**config.mk**
```make
export PLATFORM = sky130hd
export DESIGN_NAME = feature_id_regs
export DESIGN_NICKNAME = d
export VERILOG_FILES = /design/src/hdl/feature_id_pkg.sv /design/src/hdl/feature_access_check.sv /design/src/hdl/feature_words.sv /design/src/hdl/feature_id_regs.sv
export SDC_FILE = /design/constraint.sdc
export NUM_CORES = 1
export LEC_CHECK = 0
export ABC_AREA = 1
export BUFFER_PORTS_ARGS = -buffer_cell sky130_fd_sc_hd__buf_2
export CORE_UTILIZATION = 60
export CTS_BUF_LIST = sky130_fd_sc_hd__clkbuf_8 sky130_fd_sc_hd__clkbuf_16
export DETAILED_ROUTE_END_ITERATION = 8
export GPL_TIMING_DRIVEN = 0
export PLACE_DENSITY = 0.88
export SYNTH_ARGS = -nofsm -noshare
export SYNTH_HDL_FRONTEND = slang
export SYNTH_HIERARCHICAL = 1
export SYNTH_SLANG_ARGS = --single-unit
```
**constraint.sdc**
```tcl
create_clock -name mclk_in -period 2.3 [get_ports mclk_in]
set_input_delay 0.345 -clock mclk_in [delete_from_list [all_inputs] [get_ports mclk_in]]
set_output_delay 0.345 -clock mclk_in [all_outputs]
set_load 0.005 [all_outputs]
```
**src/hdl/feature_id_pkg.sv**
```systemverilog
// Purpose: constants, types and decode helpers for the feature id register pair
// Assumes: one core clock, requests come from the core's coprocessor access stage
// Notes:   both registers are read-only constants apart from the trace field
package feature_id_pkg;

  ////////////////////////////////////////////////////////////////////////////
  // coprocessor register coordinates
  localparam logic [3:0] CRN_ID_GROUP    = 4'h0;
  localparam logic [3:0] CRM_FEATURE     = 4'h1;
  localparam logic [2:0] OPC1_SYSTEM     = 3'h0;
  localparam logic [2:0] OPC2_PROC_FEAT1 = 3'h1;
  localparam logic [2:0] OPC2_DEBUG_FEAT = 3'h2;

  ////////////////////////////////////////////////////////////////////////////
  // processor_feature_1 field positions and values
  localparam int         PF1_PROG_LSB = 0;
  localparam int         PF1_SEC_LSB  = 4;
  localparam int         PF1_MCU_LSB  = 8;
  localparam int         PF1_RSVD_LSB = 12;
  localparam logic [3:0] PF1_PROG_VAL = 4'h1;
  localparam logic [3:0] PF1_SEC_VAL  = 4'h1;
  localparam logic [3:0] PF1_MCU_VAL  = 4'h0;

  ////////////////////////////////////////////////////////////////////////////
  // debug_feature_0 field positions and values
  localparam int         DF0_CP_CORE_LSB  = 0;
  localparam int         DF0_CP_SEC_LSB   = 4;
  localparam int         DF0_MM_CORE_LSB  = 8;
  localparam int         DF0_CP_TRACE_LSB = 12;
  localparam int         DF0_MM_TRACE_LSB = 16;
  localparam int         DF0_MCU_LSB      = 20;
  localparam int         DF0_RSVD_LSB     = 24;
  localparam logic [3:0] DF0_CP_CORE_VAL  = 4'h0;
  localparam logic [3:0] DF0_CP_SEC_VAL   = 4'h0;
  localparam logic [3:0] DF0_MM_CORE_VAL  = 4'h4;
  localparam logic [3:0] DF0_CP_TRACE_VAL = 4'h0;
  localparam logic [3:0] DF0_MM_TRACE_ON  = 4'h1;
  localparam logic [3:0] DF0_MM_TRACE_OFF = 4'h0;
  localparam logic [3:0] DF0_MCU_VAL      = 4'h0;

  ////////////////////////////////////////////////////////////////////////////
  // reset values and timing
  localparam logic [31:0] RSP_DATA_RST = 32'h0000_0000;
  localparam logic        CFG_RST      = 1'b0;
  localparam int          RSP_LATENCY  = 1;

  ////////////////////////////////////////////////////////////////////////////
  // types
  typedef enum logic [1:0] {
    SEL_NONE   = 2'b00,
    SEL_PROC1  = 2'b01,
    SEL_DEBUG0 = 2'b10
  } feat_sel_t;

  typedef struct packed {
    logic       valid;
    logic       write;
    logic [2:0] opc1;
    logic [3:0] crn;
    logic [3:0] crm;
    logic [2:0] opc2;
    logic       priv;
    logic       secure;
  } cp_req_t;

  typedef struct packed {
    logic        valid;
    logic        hit;
    logic        undef;
    logic [31:0] data;
  } cp_rsp_t;

  // selects which of the two registers a request names
  function automatic feat_sel_t decode_sel(input cp_req_t r);
    feat_sel_t s;
    s = SEL_NONE;
    if (r.valid && r.crn == CRN_ID_GROUP && r.opc1 == OPC1_SYSTEM && r.crm == CRM_FEATURE) begin
      if (r.opc2 == OPC2_PROC_FEAT1) begin
        s = SEL_PROC1;
      end else if (r.opc2 == OPC2_DEBUG_FEAT) begin
        s = SEL_DEBUG0;
      end
    end
    return s;
  endfunction

endpackage

```
**src/hdl/feature_access_check.sv**
```systemverilog
// Purpose: decodes a coprocessor access and judges whether it is legal
// Assumes: request fields are stable for the cycle in which valid is high
// Notes:   purely combinational; the security state never changes the outcome
`timescale 1ns/1ns
module feature_access_check
  import feature_id_pkg::*;
(
  input  wire cp_req_t   req_in,
  output feat_sel_t      sel_out,
  output logic           hit_out,
  output logic           undef_out
);

  ////////////////////////////////////////////////////////////////////////////
  // register select and legality
  always_comb begin
    sel_out   = decode_sel(req_in);
    hit_out   = (sel_out != SEL_NONE);
    // writes are never allowed, user mode may not touch either register
    undef_out = hit_out && (req_in.write || !req_in.priv);
  end

endmodule // feature_access_check

```
**src/hdl/feature_words.sv**
```systemverilog
// Purpose: builds the two feature words from fixed fields and the trace option
// Assumes: trace_on_in is already in the core clock domain and static
// Notes:   one copy of each word serves both security states
`timescale 1ns/1ns
module feature_words
  import feature_id_pkg::*;
(
  input  wire logic        trace_on_in,
  output logic [31:0]      proc1_word_out,
  output logic [31:0]      debug0_word_out
);

  ////////////////////////////////////////////////////////////////////////////
  // processor_feature_1 layout
  always_comb begin
    proc1_word_out = RSP_DATA_RST;
    proc1_word_out[PF1_PROG_LSB +: 4] = PF1_PROG_VAL;
    proc1_word_out[PF1_SEC_LSB +: 4]  = PF1_SEC_VAL;
    proc1_word_out[PF1_MCU_LSB +: 4]  = PF1_MCU_VAL;
  end

  ////////////////////////////////////////////////////////////////////////////
  // debug_feature_0 layout
  always_comb begin
    debug0_word_out = RSP_DATA_RST;
    debug0_word_out[DF0_CP_CORE_LSB +: 4]  = DF0_CP_CORE_VAL;
    debug0_word_out[DF0_CP_SEC_LSB +: 4]   = DF0_CP_SEC_VAL;
    debug0_word_out[DF0_MM_CORE_LSB +: 4]  = DF0_MM_CORE_VAL;
    debug0_word_out[DF0_CP_TRACE_LSB +: 4] = DF0_CP_TRACE_VAL;
    debug0_word_out[DF0_MM_TRACE_LSB +: 4] = trace_on_in ? DF0_MM_TRACE_ON : DF0_MM_TRACE_OFF;
    debug0_word_out[DF0_MCU_LSB +: 4]      = DF0_MCU_VAL;
  end

endmodule // feature_words

```
**src/hdl/feature_id_regs.sv**
```systemverilog
// Purpose: read-only processor and debug feature id registers on the
//          system_control_coprocessor access path
// Assumes: one request per cycle at most; answer one cycle after the request
// Notes:   the trace option is a build strap, synchronised before use
//
// Notes on behaviour
// - Each register exists once and reads the same in secure and nonsecure state.
// - Only privileged modes may read; any user-mode access raises undefined.
// - Every write to either register raises undefined, privileged or not.
// - processor_feature_1 reads zero in [31:12] and 0x0 in the microcontroller field.
// - processor_feature_1 reads 0x1 in the security extensions field [7:4].
// - processor_feature_1 reads 0x1 in the programmer's model field [3:0].
// - debug_feature_0 reads zero in [31:24] and 0x0 in the microcontroller debug field.
// - debug_feature_0 [19:16] reads 0x1 with the trace option and 0x0 without.
// - debug_feature_0 [15:12] reads 0x0, no coprocessor trace model.
// - debug_feature_0 [11:8] reads 0x4, memory-mapped debug model.
// - debug_feature_0 [7:4] reads 0x0, no coprocessor secure debug model.
// - debug_feature_0 [3:0] reads 0x0, no coprocessor core debug model.
`timescale 1ns/1ns
module feature_id_regs
  import feature_id_pkg::*;
(
  input  wire logic     mclk_in,
  input  wire logic     nrst_in,
  input  wire logic     trace_macrocell_option_in,
  input  wire cp_req_t  req_in,
  output cp_rsp_t       rsp_out
);

  ////////////////////////////////////////////////////////////////////////////
  // declarations
  logic        trace_meta_q;
  logic        trace_sync_q;
  logic        trace_cfg_q;
  feat_sel_t   sel;
  logic        hit;
  logic        undef;
  logic [31:0] proc1_word;
  logic [31:0] debug0_word;
  logic [31:0] read_word;
  cp_rsp_t     rsp_d;
  cp_rsp_t     rsp_q;

  ////////////////////////////////////////////////////////////////////////////
  // trace option strap: two-stage synchroniser, then a configuration register reloaded every edge
  always_ff @(posedge mclk_in or negedge nrst_in) begin
    if (!nrst_in) begin
      trace_meta_q <= CFG_RST;
      trace_sync_q <= CFG_RST;
    end else begin
      trace_meta_q <= trace_macrocell_option_in;
      trace_sync_q <= trace_meta_q;
    end
  end

  // configuration copy read by the word builder
  always_ff @(posedge mclk_in or negedge nrst_in) begin
    if (!nrst_in) begin
      trace_cfg_q <= CFG_RST;
    end else begin
      trace_cfg_q <= trace_sync_q;
    end
  end

  ////////////////////////////////////////////////////////////////////////////
  // access decode and privilege check
  feature_access_check u_check (
    .req_in    (req_in),
    .sel_out   (sel),
    .hit_out   (hit),
    .undef_out (undef)
  );

  ////////////////////////////////////////////////////////////////////////////
  // feature word values
  feature_words u_words (
    .trace_on_in     (trace_cfg_q),
    .proc1_word_out  (proc1_word),
    .debug0_word_out (debug0_word)
  );

  ////////////////////////////////////////////////////////////////////////////
  // read data select; security state takes no part
  always_comb begin
    unique case (sel)
      SEL_PROC1:  read_word = proc1_word;
      SEL_DEBUG0: read_word = debug0_word;
      SEL_NONE:   read_word = RSP_DATA_RST;
      default:    read_word = RSP_DATA_RST;
    endcase
  end

  ////////////////////////////////////////////////////////////////////////////
  // next answer: data only on a legal read, undefined flags the exception
  always_comb begin
    rsp_d       = '0;
    rsp_d.valid = req_in.valid;
    rsp_d.hit   = hit;
    rsp_d.undef = undef;
    rsp_d.data  = (hit && !undef) ? read_word : RSP_DATA_RST;
  end

  ////////////////////////////////////////////////////////////////////////////
  // answer register
  always_ff @(posedge mclk_in or negedge nrst_in) begin
    if (!nrst_in) begin
      rsp_q <= '0;
    end else begin
      rsp_q <= rsp_d;
    end
  end

  assign rsp_out = rsp_q;
endmodule // feature_id_regs

```
==> impl_metrics.json <==
{
  "ys_types": 14,
  "layout.cells.most_common": "nand2_1",
  "start_kind": "primary input",
  "grt_pass1_wl_um": 7130,
  "finalHoldViolations": 0,
  "maxCapViolCount": 0,
  "dp_hpwl_um": 3070,
  "final_area_um2": 3010,
  "required_ns": 2.53,
  "final.setup.tns_ns": 0,
  "r2r-end": "rsp_out[16]$_DFF_PN0_",
  "netlist_area_um2": 2360,
  "cts_buffers": 5,
  "finalMaxSlewViolations": 0,
  "final_cell_mix": "102 x nand2_1, 67 x buf_4, 63 x conb_1, 56 x buf_2, 50 x inv_1",
  "drc": 0,
  "reg2reg_from": "trace_cfg_q$_DFF_PN0_",
  "criticalPathCategory": "in -> reg",
  "path_clk_slew_ns": 0.08,
  "end_kind": "register",
  "ys_seq_elements": 38,
  "max_freq_mhz": 593,
  "synth_area_per_cell_um2": 7.59,
  "synthToLayoutAreaGrowth_pct": 27.6,
  "grt_overflow": 0,
  "min_path_type": "in -> async",
  "core_um2": 3720,
  "power_w": 0.00128,
  "cts_num_sinks": 38,
  "fin_skew_ns": 0.00358,
  "min_period_over_period": 0.733,
  "final_nets": 456,
  "crit_arrival_ns": 1.92,
  "initial_core_util": 0.635,
  "ys_seq_area_frac": 0.403,
  "cts-resized-gates": 0,
  "cts_tree": "yes",
  "wl_per_cell_um": 8.49,
  "placed_area_um2": 2920,
  "postCtsSetupRepairBufs": 0,
  "portBuffers": 54,
  "track_usage": 0.229,
  "routed_wl_um": 4090,
  "gp_congestion": 0.674,
  "synthCells": 311,
  "critPathMaxFanout": 10,
  "cts_buffer_depth": 2,
  "cts-htree-levels": 2,
  "grt_pass1_vias": 1794,
  "grt_max_degree": 39,
  "num_rows": 22,
  "first_iter_violations": 53,
  "dieHeight_um": 64.7,
  "r2r_cells": 5,
  "ant_nets": 0,
  "clock_latency_ns": 0.30,
  "layout-drive-gt1-share": 0.376,
  "p_leak_nw": 1.83,
  "ios": 56,
  "max-slew-margin-rel": 0.446,
  "die_area_um2": 4190,
  "dr_total_vias": 1869,
  "drtPass1Iterations": 4,
  "clock_tree.root_cell": "clkbuf_8",
  "avgViaCountPerCell": 3.88,
  "finalSetupViolCount": 0,
  "hold_buffers": 0,
  "ys_warn_count": 6,
  "die_x_um": 64.7,
  "rsz0062_at_grt": "no",
  "status": "complete, no violations",
  "period_minus_slack_ns": 1.69,
  "worst_pin_slew_ns": 0.831,
  "r2r_slack_ns": 1.54,
  "antenna_found_initial": 0,
  "n_antenna_cell": 0,
  "ir_drop_v": 0.000236,
  "powerDensity_nw_per_um2": 426
}
==> routing by layer <==
metal	global-route usage	up-vias	wire length (um)
li1	-	997	-
met1	0.232	828	1640
met2	0.436	36	2230
met3	0.0387	8	124
met4	0.125	0	104
met5	0	-	0
==> Yosys cell counts <==
cell,count,area (um2)
nor2_2,27,169
conb_1,2,7.51
buf_2,2,10.0
nor2_1,14,52.6
ha_1,2,25.0
o21ai_2,1,8.76
nand3b_1,1,7.51
inv_1,49,184
nand2_1,102,383
nor3_1,1,5.00
buf_6,4,45.0
nand3_2,1,10.0
buf_4,67,503
dfrtp_1,38,951
==> where the power goes <==
group | switching [W] | internal, W
clock | 0.000238 | 0.000237
combinational | 0.0000517 | 0.0000831
sequential | 0.000000764 | 0.000671
total | 0.000291 | 0.000992
==> state kept, by name, indices dropped and copies added, names as in the netlist <==
signal	cells
rsp_out	35
trace_cfg_q	1
trace_sync_q	1
trace_meta_q	1
==> metrics by stage <==
| step | utilization | setup WS (ns) | std cells | hold WS [ns] |
|---|---|---|---|---|
| 2_1_floorplan | - | 0.614 | 372 | 0.0494 |
| 3_3_place_gp | 0.786 | 0.361 | 474 | 0.334 |
| 3_5_place_dp | 0.786 | 0.321 | 474 | 0.339 |
| 4_1_cts | 0.810 | 0.600 | 482 | 0.146 |
| 5_1_grt | 0.810 | 0.464 | 482 | 0.147 |
| 6_report | 0.810 | 0.614 | 482 | 0.142 |
==> critical path, stage by stage <==
cell	delay, ns
buf_2	0.10
inv_1	0.06
nand2_1	0.05
nor2_1	0.09
nand2_1	0.06
nor2_2	0.11
inv_1	0.06
nor2_1	0.13
inv_1	0.07
ha_1	0.29
inv_1	0.06
nand3_2	0.13
buf_4	0.24
nor2_2	0.11
==> worst max path at each step <==
stage,startpoint,endpoint,slack (ns),depth (start not counted)
floorplan,req_in[9],rsp_out[10]$_DFF_PN0_,0.61,13
global placement,req_in[14],rsp_out[16]$_DFF_PN0_,0.36,14
detailed placement,req_in[14],rsp_out[16]$_DFF_PN0_,0.32,14
CTS,req_in[14],rsp_out[16]$_DFF_PN0_,0.60,14
global route,req_in[14],rsp_out[10]$_DFF_PN0_,0.46,14
finish,req_in[14],rsp_out[10]$_DFF_PN0_,0.61,14
==> final cells by class <==
cell class | count | area, um2
inverters | 49 | 184
clock buffers | 6 | 82.6
flip-flops and latches | 38 | 951
plain buffers | 73 | 558
fillers | 270 | 704
clock inverters | 2 | 8.76
repair buffers | 54 | 270
well taps | 48 | 60.1
multi-input cells | 212 | 897
==> cells by family after synthesis <==
logic type               after synthesis  share of synthesized area
adder cells (fa/ha/maj)                2                     0.0106
buffers and inverters                122                      0.314
AO/OA/AOI/OAI                          1                    0.00371
AND/OR/NAND/NOR                      146                      0.266
other                                  2                    0.00318
flip-flops                            38                      0.403
(Power assumes the default switching activity.)
